$ cat config.mk
export PLATFORM = sky130hd
export DESIGN_NAME = nav_subframe_reporter
export DESIGN_NICKNAME = d
export VERILOG_FILES = /design/src/inc/nav_report_pkg.sv /design/src/nav_subframe_reporter.sv /design/src/sig_format_lookup.sv /design/src/nav_word_shaper.sv
export SDC_FILE = /design/constraint.sdc
export NUM_CORES = 1
export LEC_CHECK = 0
export ABC_AREA = 1
export CORE_ASPECT_RATIO = 1.25
export CORE_MARGIN = 8
export CORE_UTILIZATION = 50
export CTS_CLUSTER_SIZE = 20
export DETAILED_ROUTE_END_ITERATION = 10
export DONT_BUFFER_PORTS = 1
export SLEW_MARGIN = 40
export SYNTH_ARGS = -nofsm -noshare
export SYNTH_HDL_FRONTEND = slang
export SYNTH_SLANG_ARGS = --single-unit
$ cat constraint.sdc
create_clock -name ref_clk -period 6.3 [get_ports ref_clk]
set_input_delay 0 -clock ref_clk [delete_from_list [all_inputs] [get_ports ref_clk]]
set_output_delay 0 -clock ref_clk [all_outputs]
set_load 0.03 [all_outputs]
$ cat src/inc/nav_report_pkg.sv
// Constants and types shared by the subframe report framer
`default_nettype none
package nav_report_pkg;
    localparam int WORD_W = 32;
    localparam int MAX_WORDS = 10;
    localparam int IDX_W = 4;

    // Constellation identifier codes
    localparam logic [7:0] GNSS_GPS = 8'h00;
    localparam logic [7:0] GNSS_SBAS = 8'h01;
    localparam logic [7:0] GNSS_GAL = 8'h02;
    localparam logic [7:0] GNSS_BDS = 8'h03;
    localparam logic [7:0] GNSS_QZSS = 8'h05;
    localparam logic [7:0] GNSS_GLO = 8'h06;

    // Signal identifier codes
    localparam logic [7:0] SIG_0 = 8'h00;
    localparam logic [7:0] SIG_1 = 8'h01;
    localparam logic [7:0] SIG_2 = 8'h02;
    localparam logic [7:0] SIG_3 = 8'h03;
    localparam logic [7:0] SIG_4 = 8'h04;
    localparam logic [7:0] SIG_5 = 8'h05;
    localparam logic [7:0] SIG_6 = 8'h06;

    // Word counts
    localparam logic [7:0] WC_LONG = 8'h0a;
    localparam logic [7:0] WC_SHORT = 8'h08;
    localparam logic [7:0] WC_GLO = 8'h04;
    localparam logic [7:0] WC_NONE = 8'h00;

    localparam logic [7:0] SV_UNKNOWN = 8'hff;

    // Header beat fields
    localparam int HDR_GNSS_LSB = 24;
    localparam int HDR_SV_LSB = 16;
    localparam int HDR_SIG_LSB = 8;
    localparam int HDR_WC_LSB = 0;

    // GPS L1C/A word: 30 bits low, data bits above the six parity bits
    localparam int L1CA_DATA_MSB = 29;
    localparam int L1CA_DATA_LSB = 6;
    localparam int PAD_MSB = 31;
    localparam int PAD_LSB = 30;

    // GLONASS string placement: idle chip, pad bits, derived word
    localparam int GLO_IDLE_BIT = 31;
    localparam int GLO_PAD_MSB = 10;
    localparam logic [IDX_W-1:0] GLO_IDLE_WORD = 4'h0;
    localparam logic [IDX_W-1:0] GLO_TAIL_WORD = 4'h2;
    localparam logic [IDX_W-1:0] GLO_DERIVED_WORD = 4'h3;
    localparam int GLO_SUPER_LSB = 16;
    localparam int GLO_FRAME_LSB = 0;

    typedef enum logic [1:0] {
        FMT_PASS = 2'h0,
        FMT_L1CA = 2'h1,
        FMT_BDS = 2'h2,
        FMT_GLO = 2'h3
    } fmt_type;

    typedef enum logic [1:0] {
        ST_COLLECT = 2'b00,
        ST_HEADER = 2'b01,
        ST_PAYLOAD = 2'b11,
        ST_DRAIN = 2'b10
    } state_type;
endpackage : nav_report_pkg
`default_nettype wire

$ cat src/nav_subframe_reporter.sv
// Subframe report framer: collects decoded words, emits reports
`default_nettype none
// How it works
// - One report per complete subframe when enabled
// - Bits kept in order with preamble, parity
// - Payload in 32-bit words, count in header
// - Drop incomplete or parity-failed subframes
// - Invert data bits before output where needed
// - GPS L1C/A: ten words in order
// - GLONASS string in three words, idle zero
// - GLONASS fourth word: frame, superframe, zero unknown
// - Unidentified GLONASS satellite reports 255
// - BeiDou: 30 bits low, two pad
// - Galileo page pair in eight words
// - SBAS and QZSS L1S: eight words
// - QZSS L1C/A, L2C copy GPS layouts
// - Fixed constellation identifier codes
// - Word counts and signal codes per signal
module nav_subframe_reporter
    import nav_report_pkg::*;
(
    input wire logic ref_clk,
    input wire logic sys_rst,
    input wire logic report_enable,
    input wire logic word_valid,
    input wire logic [WORD_W-1:0] word_data,
    input wire logic end_valid,
    input wire logic end_parity_ok,
    input wire logic [7:0] end_gnss_id,
    input wire logic [7:0] end_sig_id,
    input wire logic [7:0] end_sv_id,
    input wire logic end_sv_known,
    input wire logic end_prev_d30,
    input wire logic [15:0] end_glo_frame,
    input wire logic [15:0] end_glo_super,
    output logic in_ready,
    output logic rpt_valid,
    output logic [WORD_W-1:0] rpt_data,
    output logic rpt_first,
    output logic rpt_last,
    input wire logic rpt_ready,
    output logic drop_pulse,
    output logic [15:0] sent_count,
    output logic [15:0] drop_count
);
    // ------------------------------------------------------------
    // Storage and state
    // ------------------------------------------------------------
    logic [WORD_W-1:0] mem_r [MAX_WORDS];
    state_type state_r;
    logic [IDX_W-1:0] wr_idx_r;
    logic overflow_r;
    logic [IDX_W-1:0] rd_idx_r;
    logic [7:0] gnss_r;
    logic [7:0] sig_r;
    logic [7:0] sv_r;
    logic [7:0] wc_r;
    fmt_type fmt_r;
    logic prev_d30_r;
    logic [15:0] glo_frame_r;
    logic [15:0] glo_super_r;
    logic [15:0] sent_r;
    logic [15:0] drop_r;
    logic drop_pulse_r;

    logic lk_known;
    logic [7:0] lk_wc;
    logic [7:0] lk_src;
    fmt_type lk_fmt;
    logic word_take;
    logic end_take;
    logic sf_good;
    logic load;
    logic [WORD_W-1:0] shaped;
    logic prev_bit;
    logic [IDX_W-1:0] rd_prev;
    logic [IDX_W-1:0] rd_sel;

    // Final payload index of the report in flight
    function automatic logic last_beat(input logic [IDX_W-1:0] idx, input logic [7:0] count);
        return {4'h0, idx} == count - 8'h01;
    endfunction : last_beat

    // ------------------------------------------------------------
    // Layout lookup and word shaping
    // ------------------------------------------------------------
    sig_format_lookup u_lookup (
        .gnss_id(end_gnss_id),
        .sig_id(end_sig_id),
        .known(lk_known),
        .word_count(lk_wc),
        .src_words(lk_src),
        .fmt(lk_fmt)
    );

    // Only the lowest bit of the prior word matters for inversion
    assign rd_prev = rd_idx_r - 4'h1;
    assign prev_bit = (rd_idx_r == '0) ? prev_d30_r : mem_r[rd_prev][0];
    // Index runs one past the payload while draining; keep the read in range
    assign rd_sel = (rd_idx_r < IDX_W'(MAX_WORDS)) ? rd_idx_r : '0;

    nav_word_shaper u_shaper (
        .fmt(fmt_r),
        .idx(rd_idx_r),
        .raw(mem_r[rd_sel]),
        .prev_d30(prev_bit),
        .glo_frame(glo_frame_r),
        .glo_super(glo_super_r),
        .word(shaped)
    );

    // ------------------------------------------------------------
    // Collection
    // ------------------------------------------------------------
    // Input is refused while a report drains; one subframe buffer only
    assign word_take = word_valid && in_ready;
    assign end_take = end_valid && in_ready;
    // complete, parity passed, known signal
    // A word arriving with the end marker breaks the count, so it is dropped
    assign sf_good = report_enable && end_parity_ok && lk_known && !overflow_r && !word_take
                     && ({4'h0, wr_idx_r} == lk_src);

    always_ff @(posedge ref_clk or posedge sys_rst) begin
        if (sys_rst) begin
            in_ready <= 1'b0;
        end else begin
            in_ready <= (state_r == ST_COLLECT) && !end_take;
            // Reopen on the edge the last beat is taken
            if (state_r == ST_DRAIN && load) begin
                in_ready <= 1'b1;
            end
        end
    end

    always_ff @(posedge ref_clk) begin
        if (word_take && wr_idx_r < IDX_W'(MAX_WORDS)) begin
            mem_r[wr_idx_r] <= word_data;
        end
    end

    always_ff @(posedge ref_clk or posedge sys_rst) begin
        if (sys_rst) begin
            wr_idx_r <= '0;
            overflow_r <= 1'b0;
        end else if (end_take) begin
            wr_idx_r <= '0;
            overflow_r <= 1'b0;
        end else if (word_take) begin
            if (wr_idx_r < IDX_W'(MAX_WORDS)) begin
                wr_idx_r <= wr_idx_r + 4'h1;
            end else begin
                overflow_r <= 1'b1;
            end
        end
    end

    // Header fields latched with the end marker
    always_ff @(posedge ref_clk or posedge sys_rst) begin
        if (sys_rst) begin
            gnss_r <= '0;
            sig_r <= '0;
            sv_r <= '0;
            wc_r <= '0;
            fmt_r <= FMT_PASS;
            prev_d30_r <= 1'b0;
            glo_frame_r <= '0;
            glo_super_r <= '0;
        end else if (end_take && sf_good) begin
            gnss_r <= end_gnss_id;
            sig_r <= end_sig_id;
            if (end_gnss_id == GNSS_GLO && !end_sv_known) begin
                sv_r <= SV_UNKNOWN;
            end else begin
                sv_r <= end_sv_id;
            end
            wc_r <= lk_wc;
            fmt_r <= lk_fmt;
            prev_d30_r <= end_prev_d30;
            glo_frame_r <= end_glo_frame;
            glo_super_r <= end_glo_super;
        end
    end

    // ------------------------------------------------------------
    // Report sequencing
    // ------------------------------------------------------------
    // next beat loads when slot empty or taken
    assign load = !rpt_valid || rpt_ready;

    always_ff @(posedge ref_clk or posedge sys_rst) begin
        if (sys_rst) begin
            state_r <= ST_COLLECT;
        end else begin
            unique case (state_r)
                ST_COLLECT: begin
                    if (end_take && sf_good) begin
                        state_r <= ST_HEADER;
                    end
                end
                ST_HEADER: begin
                    if (load) begin
                        state_r <= ST_PAYLOAD;
                    end
                end
                ST_PAYLOAD: begin
                    if (load && last_beat(rd_idx_r, wc_r)) begin
                        state_r <= ST_DRAIN;
                    end
                end
                ST_DRAIN: begin
                    if (load) begin
                        state_r <= ST_COLLECT;
                    end
                end
            endcase
        end
    end

    always_ff @(posedge ref_clk or posedge sys_rst) begin
        if (sys_rst) begin
            rd_idx_r <= '0;
        end else if (state_r == ST_HEADER) begin
            rd_idx_r <= '0;
        end else if (state_r == ST_PAYLOAD && load) begin
            rd_idx_r <= rd_idx_r + 4'h1;
        end
    end

    // ------------------------------------------------------------
    // Output beats
    // ------------------------------------------------------------
    always_ff @(posedge ref_clk or posedge sys_rst) begin
        if (sys_rst) begin
            rpt_valid <= 1'b0;
            rpt_data <= '0;
            rpt_first <= 1'b0;
            rpt_last <= 1'b0;
        end else if (load) begin
            unique case (state_r)
                ST_HEADER: begin
                    rpt_valid <= 1'b1;
                    rpt_first <= 1'b1;
                    rpt_last <= 1'b0;
                    rpt_data <= '0;
                    rpt_data[HDR_GNSS_LSB +: 8] <= gnss_r;
                    rpt_data[HDR_SV_LSB +: 8] <= sv_r;
                    rpt_data[HDR_SIG_LSB +: 8] <= sig_r;
                    rpt_data[HDR_WC_LSB +: 8] <= wc_r;
                end
                ST_PAYLOAD: begin
                    rpt_valid <= 1'b1;
                    rpt_first <= 1'b0;
                    rpt_last <= last_beat(rd_idx_r, wc_r);
                    rpt_data <= shaped;
                end
                ST_COLLECT, ST_DRAIN: begin
                    rpt_valid <= 1'b0;
                    rpt_first <= 1'b0;
                    rpt_last <= 1'b0;
                end
            endcase
        end
    end

    // ------------------------------------------------------------
    // Statistics
    // ------------------------------------------------------------
    // Counters wrap; host takes differences
    always_ff @(posedge ref_clk or posedge sys_rst) begin
        if (sys_rst) begin
            sent_r <= '0;
            drop_r <= '0;
            drop_pulse_r <= 1'b0;
        end else begin
            drop_pulse_r <= 1'b0;
            if (state_r == ST_DRAIN && load) begin
                sent_r <= sent_r + 16'h0001;
            end
            if (end_take && !sf_good && report_enable) begin
                drop_r <= drop_r + 16'h0001;
                drop_pulse_r <= 1'b1;
            end
        end
    end

    assign drop_pulse = drop_pulse_r;
    assign sent_count = sent_r;
    assign drop_count = drop_r;
endmodule : nav_subframe_reporter
`default_nettype wire

$ cat src/sig_format_lookup.sv
// Maps constellation and signal codes to report layout
`default_nettype none
module sig_format_lookup
    import nav_report_pkg::*;
(
    input wire logic [7:0] gnss_id,
    input wire logic [7:0] sig_id,
    output logic known,
    output logic [7:0] word_count,
    output logic [7:0] src_words,
    output fmt_type fmt
);
    always_comb begin
        known = 1'b1;
        word_count = WC_NONE;
        fmt = FMT_PASS;
        unique case (gnss_id)
            GNSS_GPS, GNSS_QZSS: begin
                if (sig_id == SIG_0) begin
                    word_count = WC_LONG;
                    fmt = FMT_L1CA;
                end else if (gnss_id == GNSS_QZSS && sig_id == SIG_1) begin
                    word_count = WC_SHORT;
                end else if ((gnss_id == GNSS_GPS && (sig_id == SIG_3 || sig_id == SIG_4))
                          || (gnss_id == GNSS_QZSS && (sig_id == SIG_4 || sig_id == SIG_5))) begin
                    word_count = WC_LONG;
                end else begin
                    known = 1'b0;
                end
            end
            GNSS_SBAS: begin
                word_count = WC_SHORT;
                known = (sig_id == SIG_0);
            end
            GNSS_GAL: begin
                word_count = WC_SHORT;
                known = (sig_id == SIG_0 || sig_id == SIG_1 || sig_id == SIG_5 || sig_id == SIG_6);
            end
            GNSS_BDS: begin
                word_count = WC_LONG;
                fmt = FMT_BDS;
                known = (sig_id <= SIG_3);
            end
            GNSS_GLO: begin
                word_count = WC_GLO;
                fmt = FMT_GLO;
                known = (sig_id == SIG_0 || sig_id == SIG_2);
            end
            default: begin
                known = 1'b0;
            end
        endcase
        if (!known) begin
            word_count = WC_NONE;
        end
        // GLONASS last word is made by the word shaper, not decoded, so one word fewer is collected
        src_words = (fmt == FMT_GLO) ? (word_count - 8'h01) : word_count;
    end
endmodule : sig_format_lookup
`default_nettype wire

$ cat src/nav_word_shaper.sv
// Per-word payload shaping: inversion, pads, idle chip
`default_nettype none
module nav_word_shaper
    import nav_report_pkg::*;
(
    input wire fmt_type fmt,
    input wire logic [IDX_W-1:0] idx,
    input wire logic [WORD_W-1:0] raw,
    input wire logic prev_d30,
    input wire logic [15:0] glo_frame,
    input wire logic [15:0] glo_super,
    output logic [WORD_W-1:0] word
);
    always_comb begin
        word = raw;
        unique case (fmt)
            FMT_L1CA: begin
                if (prev_d30) begin
                    word[L1CA_DATA_MSB:L1CA_DATA_LSB] = ~raw[L1CA_DATA_MSB:L1CA_DATA_LSB];
                end
                word[PAD_MSB:PAD_LSB] = 2'h0;
            end
            FMT_BDS: begin
                word[PAD_MSB:PAD_LSB] = 2'h0;
            end
            FMT_GLO: begin
                if (idx == GLO_IDLE_WORD) begin
                    word[GLO_IDLE_BIT] = 1'b0;
                end
                if (idx == GLO_TAIL_WORD) begin
                    word[GLO_PAD_MSB:0] = '0;
                end
                if (idx == GLO_DERIVED_WORD) begin
                    word = '0;
                    word[GLO_SUPER_LSB +: 16] = glo_super;
                    word[GLO_FRAME_LSB +: 16] = glo_frame;
                end
            end
            FMT_PASS: begin
                word = raw;
            end
        endcase
    end
endmodule : nav_word_shaper
`default_nettype wire

==> results.toml, run 1 <==
[outcome]
status = "completed"

[global_route]
initial_antenna_violation_count = 5
grt_pass1_wl_um = 82000
grt_use_total_pct = 21.8
first_global_vias = 14100
grt_max_degree = 145
gr-total-overflow = 0

[synth]
ys.warnings.count = 0
postSynthAreaPerCell_um2 = 10.5
synth.yosys.seq_area_share_pct = 64.6
postSynthRegisterBits = 462
netlist-cell-type-count = 44
net_count_after_synthesis = 2059
syn_inst_count = 1945
postSynth.asyncResetShare_pct = 30.7
dominantRegCellSynth = "edfxtp_1"
post_synthesis_instance_area_um2 = 20400
synth_enable_flop_cells = 320

[clock_network]
worstSkewPairLatency_ns = 0.56
clkSlewWorstSetupHoldPaths_ns = 0.06
cts_tree = "yes"
cts_max_level = 2
clkSinkCount = 462
cts_inserted_buffers = 46
max-clock-path-buffers = 3
cts.root.buffer_cell = "clkbuf_16"

[finish]
fillCellCount = 3363
sequential_cell_area_um2 = 13200
layout.nets = 2118
area.growth.synth_to_final_pct = 14.0
layout.cells.most_common = "nand2_1"
layout_common_cells = "364 x nand2_1, 320 x edfxtp_1, 185 x nor2_1, 154 x o21ai_0, 142 x dfrtp_1"
multi_input_comb_area_um2 = 6210
post-route-cell-area_um2 = 23200
post_route_cells_drive_above_1_share_pct = 8.33

[placed_design]
place_congestion = 0.823
dpl-instance-area_um2 = 20800
dpl.hpwl_um = 30600
port-buffer-count = 0

[route]
drt-total-wl_um = 52400
antenna_left = 0
viasPerCell = 5.50
detail_route.wl_per_cell_um = 20.2
detail_route.iter0.violations = 1096
drt_drc_violations_left = 0
drt_pass1_iterations = 5
via_count = 14300

[critical_path]
crit_buf_inv = 4
maximum_fanout_encountered_on_the_critical_timing_path = 66
worst-endpoint-required_ns = 6.71
crit_slowest_cell = "nand3_4"
timing_worst_setup_path_type = "input port to register"
timing.critical_path.mode_cell = "nand2_1"
end_kind = "register"
setup.worst_path.start_class = "input port"
reg2reg_depth = 16
critPathTopFamily = "buffers and inverters"
crit_chain = "dlygate4sd3_1, nor2_2, dlygate4sd3_1, nand3_1, dlygate4sd3_1, nor2_2, nand2_1, ha_1, ha_1, nor2_1, nor2_1, nand2_1, nand2_1, nor2_1, nand3_4, buf_4, nand2_1, o21ai_1"
worst-endpoint-arrival_ns = 4.71
timing.critical_path.slowest_cell_delay_ns = 0.62
path_depth = 18

[timing]
timing.slew.headroom_pct = 47.1
finalMaxSlewViolations = 0
hold_viol = 0
final_period_minus_worst_setup_slack_ns = 4.30
min_period_over_period_pct = 68.2
finalSetupTns_ns = 0
fmax_mhz = 233
rsz0062_at_grt = "no"
report.final.setup_viol = 0
final.setup_skew_ns = 0.0224
worst_pin_slew_ns = 0.793

[power_and_ir_drop]
cell_area_power_density_nw_per_um2 = 391
power.ir.vdd_worst_mv = 0.245
total_leakage_power_nw = 9.02

[worst_hold_path]
worst_hold_path.num_cells = 4
worst_hold_path_type = "input port to register"

[die]
core_um2 = 40100
floorplan.die.height_um = 242
floorplan.initialDensity_pct = 50.8
placementRows = 82
die-area_um2 = 47500
num_io_pins = 166
die_x_um = 197

[flow_run]
cap_violations = 0
flip-flops by register name, summed over array words and instances (netlist names), 8 cells and up:
register and flops:
mem_r 320, rpt_data 32, drop_count 16, glo_frame_r 16, glo_super_r 16, sent_count 16, gnss_r 8, sig_r 8
sv_r 8
final timing paths:
path                                         start                     endpoint  slack (ns)
setup / recovery                    end_gnss_id[6]  glo_super_r[11]$_DFFE_PP0P_        2.00
hold / removal                      end_gnss_id[1]          wc_r[3]$_DFFE_PP0P_        0.03
setup reg to reg           rd_idx_r[0]$_DFFE_PP0P_      rpt_data[8]$_DFFE_PP0P_        2.56
hold reg to reg              gnss_r[4]$_DFFE_PP0P_        gnss_r[4]$_DFFE_PP0P_        0.47
max in group asynchronous                  sys_rst   drop_count[10]$_DFFE_PP0P_        5.07
min in group asynchronous                  sys_rst          sv_r[7]$_DFFE_PP0P_        0.05
routing by layer:
layer / wire [um] / GRT usage, % / vias up
met5: 0 / 0 / -
met4: 1180 / 6.36 / 0
met3: 3460 / 4.04 / 70
met2: 25200 / 35.9 / 429
met1: 22500 / 29.2 / 6941
li1: - / - / 6821
metrics by stage:
step                util [%]  worst slack [ns]  cells  hold slack [ns]  power, mW
floorplan                  -              2.49   1945           0.0989       5.64
global placement        51.6              2.70   2403           0.0933       6.40
detailed placement      51.8              2.73   2403        -0.000359       6.44
CTS                     57.8              2.07   2586          0.00710       9.14
global route            57.9              1.76   2590           0.0601       9.56
finish                  57.9              2.00   2591           0.0345       9.07
Yosys cell counts (all sizes together) (34+ instances only):
master	instances	area share, %
nand2	372	7.0
edfxtp	320	47
o21ai	235	5.8
nor2	201	3.9
inv	153	2.8
dfrtp	142	17
nand3	129	3.2
o211ai	79	2.9
clkbuf	65	1.2
or2	48	1.5
a21oi	43	1.1
buf	34	1.0
cell families after synthesis:
family / Yosys count / synth area share (%)
AOI/OAI and AO/OA: 408 / 11.7
buffers and inverters: 254 / 5.06
xor gates and xnor gates: 32 / 1.38
and+or+nand+nor: 772 / 16.1
DFF: 462 / 64.6
adders and majority gates: 17 / 1.04
report_power, final:
group          internal [mW]  switching, mW
Sequential              3.56          0.455
Clock                   1.48           1.14
Combinational          0.707           1.73
area by class of cell:
cell class | instances | area share, %
multi-input combinational | 1229 | 26.8
sequential | 462 | 56.7
timing repair buffer | 110 | 4.66
clock inverter | 22 | 0.776
antenna | 5 | 0.0539
tap | 546 | 2.94
inverter | 155 | 2.72
clock buffer | 62 | 5.40
tightest hold or removal path, stage by stage:
cell     delay, ns
o21ai_0       0.25
o21ai_2       0.12
inv_1         0.10
o21ai_1       0.07
timing repair:
item / in CTS / in global routing
setup buffers: 0 / 0
hold buffers: 99 / 0
endpoints found under the hold margin: 471 / 0
resized for setup: 0 / 0
(Power assumes the default switching activity.)
==> inputs of run 2 (changes only) <==
--- a/config.mk
+++ b/config.mk
@@ -5,7 +5,7 @@
 export SDC_FILE = /design/constraint.sdc
 export NUM_CORES = 1
 export LEC_CHECK = 0
-export ABC_AREA = 1
+export ABC_AREA = 0
 export CORE_ASPECT_RATIO = 1.25
 export CORE_MARGIN = 8
 export CORE_UTILIZATION = 50
==> constraint.sdc (replaced) <==
create_clock -name ref_clk -period 4.1 [get_ports ref_clk]
set_input_delay 0 -clock ref_clk [delete_from_list [all_inputs] [get_ports ref_clk]]
set_output_delay 0 -clock ref_clk [all_outputs]
set_load 0.03 [all_outputs]
==> run 2 against run 1 <==
Against the previous run: clock skew down 0.0073 ns; clock power up 60%; area after synthesis down 6.1%; critical path depth down 1; sequential cell count unchanged; die area down 5.6%; non-clock buffer count up 28; routed wire length down 14%; register-to-register slack worse by 1.6 ns.
==> results.toml, run 2 <==
[outcome]
status = "completed"

[clock_network]
cts_max_level = 2
clkSinkCount = 462
cts_tree = "yes"
cts_repair_resizes = 0
worstSkewPairLatency_ns = 0.55
cts_inserted_buffers = 45
clkSlewWorstSetupHoldPaths_ns = 0.06
max-clock-path-buffers = 3
cts.root.buffer_cell = "clkbuf_16"

[critical_path]
worst-r2r-setup-slack_ns = 0.97
r2r-start = "rd_idx_r[0]$_DFFE_PP0P_"
worst-endpoint-arrival_ns = 4.25
end_kind = "register"
setup.worst_path.start_class = "input port"
worst-endpoint-required_ns = 4.53
reg2reg_to = "rpt_data[28]$_DFFE_PP0P_"
reg2reg_depth = 11
maximum_fanout_encountered_on_the_critical_timing_path = 21
timing_worst_setup_path_type = "input port to register"

[route]
drt_drc_violations_left = 0
viasPerCell = 5.86
detail_route.wl_per_cell_um = 24.0
drt_pass1_iterations = 5
drt-total-wl_um = 45100
antenna_left = 0
detail_route.iter0.violations = 828
via_count = 11000

[flow_run]
cap_violations = 0

[finish]
largest_register_ffs = 320
post_route_cells_drive_above_1_share_pct = 15.8
layout_common_cells = "320 x edfxtp_1, 141 x dfrtp_1, 101 x dlygate4sd3_1, 86 x o21ai_0, 79 x a21oi_1"
fillCellCount = 2870
registers.top_by_ff_count = "mem_r"
largest_registers = "mem_r: 320 flops, rpt_data: 32 flops"
final_core_utilization_pct = 59.0
area.growth.synth_to_final_pct = 17.0
layout.nets = 1464
layout.cells.most_common = "edfxtp_1"

[power_and_ir_drop]
power.total_mw = 10.6
clkPwrFrac_pct = 39.5
p_seq_share_pct = 50.8
cell_area_power_density_nw_per_um2 = 472
internal-power_mw = 8.06
power.ir.vdd_worst_mv = 0.251
power.combinational.fraction_pct = 9.7
p_sw_share_pct = 23.8
net-switching-power_mw = 2.51
total_leakage_power_nw = 8.55

[global_route]
grt_pass1_wl_um = 69300
initial_antenna_violation_count = 6
grt_use_total_pct = 19.9
gr-total-overflow = 0
first_global_vias = 11400
grt_max_degree = 65

[placed_design]
place_ws_ns = 0.661
dpl.hpwl_um = 26700
port-buffer-count = 0
place_congestion = 0.852

[synth]
netlist_top_cells_area = "edfxtp_1 50%, dfrtp_1 19%, mux4_2 7.5%, mux2i_1 2.9%, o21ai_0 2.2%"
synth-compound-area-share_pct = 6.95
postSynth.asyncResetShare_pct = 30.7
ys.warnings.count = 0
yosys.area_share.adder_pct = 1.11
dominantRegCellSynth = "edfxtp_1"
synth.mux.area_fraction_pct = 13.0
largest_family_of_logic_cells_by_synthesized_area = "multiplexers"
ys_top_cells_by_count = "320 x edfxtp_1, 142 x dfrtp_1, 86 x o21ai_0"
post_synthesis_instance_area_um2 = 19100
postSynthAreaPerCell_um2 = 15.5
syn_inst_count = 1231
post-synth-top-area-fraction_pct = 50.2
xor_xnor_share_of_the_synthesized_area_pct = 1.74
yosys.cell_count.top_type = "edfxtp_1"
net_count_after_synthesis = 1345
synth.yosys.seq_area_share_pct = 68.8
synth_enable_flop_cells = 320
synth_top_cell_by_area = "edfxtp_1"
netlist-cell-type-count = 60
synthSimpleGateAreaFrac_pct = 6.42
postSynthRegisterBits = 462

[die]
die_x_um = 191
die-area_um2 = 44800
placementRows = 80
num_io_pins = 166
floorplan.die.height_um = 235
core_um2 = 37900
floorplan.initialDensity_pct = 50.4

[timing]
min_period_over_period_pct = 93.0
finalMaxSlewViolations = 0
fmax_mhz = 262
final.setup_skew_ns = 0.0151
final_period_minus_worst_setup_slack_ns = 3.81
timing.slew.headroom_pct = 51.5
report.final.setup_viol = 0
worst_pin_slew_ns = 0.727
setup_slack_ns = 0.286
hold_viol = 0

[worst_hold_path]
worst_hold_path_type = "input port to async pin"
run 2: cell types whose count changed after synthesis, moves of 28 or more:
| cell | change |
|---|---|
| mux2i_1 | +56 |
| o21ai_0 | -68 |
| o21ai_1 | -77 |
| nor2_1 | -161 |
| a21oi_1 | +36 |
| nand3_1 | -110 |
| o211ai_1 | -75 |
| or2_2 | -41 |
| inv_1 | -111 |
| nand2_1 | -299 |
| a22oi_1 | +28 |
| mux4_2 | +64 |
run 2: kinds of logic after synthesis:
family,after synthesis
flip-flops,462
AND/OR/NAND/NOR,232
AO/OA/AOI/OAI,227
multiplexers,159
buffers and inverters,96
XOR/XNOR,38
adder cells (fa/ha/maj),17
run 2: routing by layer:
| layer | part of all wire, % | vias to the layer above | track usage, % |
|---|---|---|---|
| met5 | 0.091 | - | 0 |
| met4 | 2.5 | 6 | 5.63 |
| met3 | 7.4 | 81 | 4.46 |
| met2 | 49 | 369 | 32.5 |
| met1 | 41 | 5598 | 26.4 |
| li1 | - | 4975 | - |
run 2: through the flow:
| stage | std cells | hold slack [ns] | cell area, um2 | TNS, ns |
|---|---|---|---|---|
| 2_1_floorplan | 1231 | 0.0989 | 19100 | 0 |
| 3_3_place_gp | 1688 | -0.124 | 19800 | 0 |
| 3_5_place_dp | 1688 | -0.125 | 19800 | 0 |
| 4_1_cts | 1873 | 0.00784 | 22300 | 0 |
| 5_1_grt | 1881 | 0.0277 | 22400 | -0.00577 |
| 6_report | 1881 | 0.0207 | 22400 | 0 |
run 2: what timing repair did:
| item | CTS | global route |
|---|---|---|
| setup endpoints to repair | 0 | 8 |
| endpoints found under the hold margin | 544 | 0 |
| hold buffers | 102 | 0 |
| setup buffers | 0 | 4 |
run 2: layout make-up:
class / instances / area (um2) / area share (%)
inverter: 30 / 118 / 0.525
antenna: 3 / 7.51 / 0.0335
timing repair buffer: 138 / 1370 / 6.11
clock inverter: 29 / 298 / 1.33
clock buffer: 54 / 1200 / 5.37
multi-input combinational: 673 / 5620 / 25.1
tap: 492 / 616 / 2.75
sequential: 462 / 13200 / 58.8
run 2: worst max path at each step:
stage / from / endpoint / slack [ns] / cells past startpoint
global placement: end_gnss_id[5] / sig_r[2]$_DFFE_PP0P_ / 0.72 / 14
finish: end_sig_id[3] / sv_r[3]$_DFFE_PP0P_ / 0.29 / 17
global route: end_sig_id[3] / sv_r[1]$_DFFE_PP0P_ / -0.006 / 17
CTS: end_sig_id[3] / sv_r[2]$_DFFE_PP0P_ / 0.17 / 17
detailed placement: end_gnss_id[5] / sig_r[2]$_DFFE_PP0P_ / 0.66 / 14
floorplan: sys_rst / drop_count[0]$_DFFE_PP0P_ / 0.29 / 1
run 2: power groups by stage:
stage | Combinational (mW) | Clock, mW | Sequential (mW)
final | 1.02 | 4.18 | 5.37
after floorplan | 0.665 | 0 | 5.42
after global routing | 1.12 | 4.45 | 5.39
after CTS | 1.04 | 4.29 | 5.37
after global placement | 0.911 | 0 | 5.46
after detailed placement | 0.909 | 0 | 5.47
run 2: critical path, stage by stage:
cell and delay, ns:
dlygate4sd3_1 0.58, nor4_4 0.29, dlygate4sd3_1 0.62, o311a_1 0.20, nand2_2 0.11, ha_1 0.23, ha_1 0.18, nor2b_1 0.15
nand2_1 0.08, a21oi_1 0.17, nor2_1 0.09, a2111oi_4 0.25, nand4_1 0.26, buf_12 0.25, nor3_1 0.14, dlygate4sd3_1 0.58
a21oi_1 0.05
==> inputs of run 3 (changes only) <==
--- a/config.mk
+++ b/config.mk
@@ -12,6 +12,7 @@
 export CTS_CLUSTER_SIZE = 20
 export DETAILED_ROUTE_END_ITERATION = 10
 export DONT_BUFFER_PORTS = 1
+export PLACE_DENSITY = 0.7
 export SLEW_MARGIN = 40
 export SYNTH_ARGS = -nofsm -noshare
 export SYNTH_HDL_FRONTEND = slang
==> run 3 against run 2 <==
Against the previous run: non-clock buffer count decreased by 5; sequential cell count did not move; clock skew grew 0.0021 ns; largest cell class unchanged; core utilization decreased by 0.76 points; critical endpoint is now sv_r[4]$_DFFE_PP0P_; highest routed layer unchanged; via count rose by 1.5%.
==> results.toml, run 3 (synthesized netlist as in run 2, its figures left out) <==
[power_and_ir_drop]
p_sw_share_pct = 24.3
cell_area_power_density_nw_per_um2 = 456
total_leakage_power_nw = 8.41
power.combinational.fraction_pct = 10.2
internal-power_mw = 7.63
net-switching-power_mw = 2.45
clkPwrFrac_pct = 36.6
p_seq_share_pct = 53.3
power.ir.vdd_worst_mv = 0.329

[finish]
final_core_utilization_pct = 58.3
area.growth.synth_to_final_pct = 15.5
layout.nets = 1456
largest_register_ffs = 320
registers.top_by_ff_count = "mem_r"
layout_common_cells = "320 x edfxtp_1, 141 x dfrtp_1, 99 x dlygate4sd3_1, 86 x o21ai_0, 79 x a21oi_1"
layout.cells.most_common = "edfxtp_1"
post_route_cells_drive_above_1_share_pct = 15.1
largest_registers = "mem_r: 320 flops, rpt_data: 32 flops"

[route]
viasPerCell = 5.99
drt-total-wl_um = 45600
detail_route.wl_per_cell_um = 24.4
drt_drc_violations_left = 0
antenna_left = 0
drt_pass1_iterations = 5
via_count = 11200
detail_route.iter0.violations = 1019

[placed_design]
dpl.hpwl_um = 27400
place_ws_ns = 0.564
port-buffer-count = 0
place_congestion = 0.867

[critical_path]
crit_slowest_cell = "dlygate4sd3_1"
maximum_fanout_encountered_on_the_critical_timing_path = 19
crit_buf_inv = 3
timing.critical_path.slowest_cell_delay_ns = 0.60
end_kind = "register"
critPathTopFamily = "simple AND/OR/NAND/NOR gates"
setup.worst_path.start_class = "input port"
worst-endpoint-arrival_ns = 4.17
worst-endpoint-required_ns = 4.53
crit_chain = "or4_4, dlygate4sd3_1, nor3_2, nand2_1, ha_1, ha_1, nor2b_1, nand2_1, a21oi_1, nor2_1, a2111oi_4, nand4_1, clkbuf_16, nor3_1, dlygate4sd3_1, a21oi_1"
timing_worst_setup_path_type = "input port to register"

[clock_network]
cts_inserted_buffers = 42
clkSlewWorstSetupHoldPaths_ns = 0.06
max-clock-path-buffers = 3
cts_tree = "yes"
clkSinkCount = 462
cts_max_level = 2
worstSkewPairLatency_ns = 0.55
cts.root.buffer_cell = "clkbuf_16"

[timing]
fmax_mhz = 267
timing.slew.headroom_pct = 49.6
min_period_over_period_pct = 91.2
finalMaxSlewViolations = 0
worst_pin_slew_ns = 0.755
setup_slack_ns = 0.359
finalSetupTns_ns = 0
final.setup_skew_ns = 0.0172
hold_viol = 0
final_period_minus_worst_setup_slack_ns = 3.74
report.final.setup_viol = 0
rsz0062_at_grt = "no"

[die]
placementRows = 80
floorplan.initialDensity_pct = 50.4
floorplan.die.height_um = 235
die_x_um = 191
core_um2 = 37900
num_io_pins = 166
die-area_um2 = 44800

[global_route]
grt_use_total_pct = 19.9
initial_antenna_violation_count = 8
grt_pass1_wl_um = 69700
grt_max_degree = 100
gr-total-overflow = 0
first_global_vias = 11600

[outcome]
status = "completed"

[worst_hold_path]
worst_hold_path_type = "input port to register"

[flow_run]
cap_violations = 0
[run 3: cell count changes in the layout (fill, tap and decap cells not counted), moves of 3 or more]
| cell | before | now |
|---|---|---|
| clkbuf_16 | 47 | 44 |
| clkinv_1 | 14 | 9 |
| clkbuf_1 | 6 | 10 |
| bufinv_16 | 6 | 1 |
| buf_4 | 31 | 28 |
[run 3: final timing paths]
| check | startpoint | end | slack (ns) | cells past startpoint |
|---|---|---|---|---|
| min in group asynchronous | sys_rst | drop_count[4]$_DFFE_PP0P_ | 0.09 | 2 |
| min reg2reg | gnss_r[6]$_DFFE_PP0P_ | gnss_r[6]$_DFFE_PP0P_ | 0.48 | 1 |
| min | end_gnss_id[0] | wc_r[1]$_DFFE_PP0P_ | 0.04 | 4 |
| max | end_gnss_id[5] | sv_r[4]$_DFFE_PP0P_ | 0.36 | 16 |
| max reg2reg | rd_idx_r[2]$_DFFE_PP0P_ | rpt_data[3]$_DFFE_PP0P_ | 0.97 | 8 |
| max in group asynchronous | sys_rst | glo_frame_r[12]$_DFFE_PP0P_ | 2.98 | 3 |
[run 3: worst register-to-register path, stage by stage, from the launching register on]
cell      delay (ns)
dfrtp_1         0.54
o21ai_0         0.34
and2_4          0.41
buf_4           0.28
mux4_2          0.51
mux2i_1         0.15
o21ai_0         0.21
a221oi_1        0.40
o21ai_0         0.14
[run 3: repair_timing]
item                                    CTS  global route
hold buffers                             99             1
setup buffers                             0             2
endpoints found under the setup margin    0             8
hold endpoints to repair                499             1
gates resized for setup                   0             1
[run 3: layer usage]
| layer | track usage, % | wire (um) | vias to the layer above |
|---|---|---|---|
| met3 | 4.52 | 3490 | 81 |
| met1 | 25.7 | 18200 | 5756 |
| met2 | 33.2 | 22700 | 396 |
| li1 | - | - | 4949 |
| met4 | 5.91 | 1090 | 10 |
| met5 | 0 | 58 | - |
[run 3: cell type report]
class,instances,area (um2)
Timing Repair Buffer,133,1310
Multi-Input combinational cell,673,5620
Sequential cell,462,13200
Antenna cell,3,7.51
Tap cell,492,616
Inverter,30,120
Fill cell,2777,15800
Clock buffer,56,1150
Clock inverter,18,120
[run 3: power by group through the flow]
stage               sequential, mW  combinational [mW]  clock [mW]
detailed placement            5.47               0.903           0
global route                  5.38                1.11        3.94
CTS                           5.37                1.03        3.75
floorplan                     5.42               0.665           0
global placement              5.46               0.894           0
finish                        5.37                1.02        3.69
[run 3: through the flow]
| step | instances | power (mW) | area [um2] | hold slack (ns) |
|---|---|---|---|---|
| after global routing | 1866 | 10.4 | 22100 | 0.0440 |
| after detailed placement | 1687 | 6.37 | 19800 | 0.0196 |
| final | 1867 | 10.1 | 22100 | 0.0423 |
| after CTS | 1860 | 10.2 | 22100 | 0.0111 |
| after floorplan | 1231 | 6.08 | 19100 | 0.0989 |
| after global placement | 1687 | 6.35 | 19800 | 0.0994 |
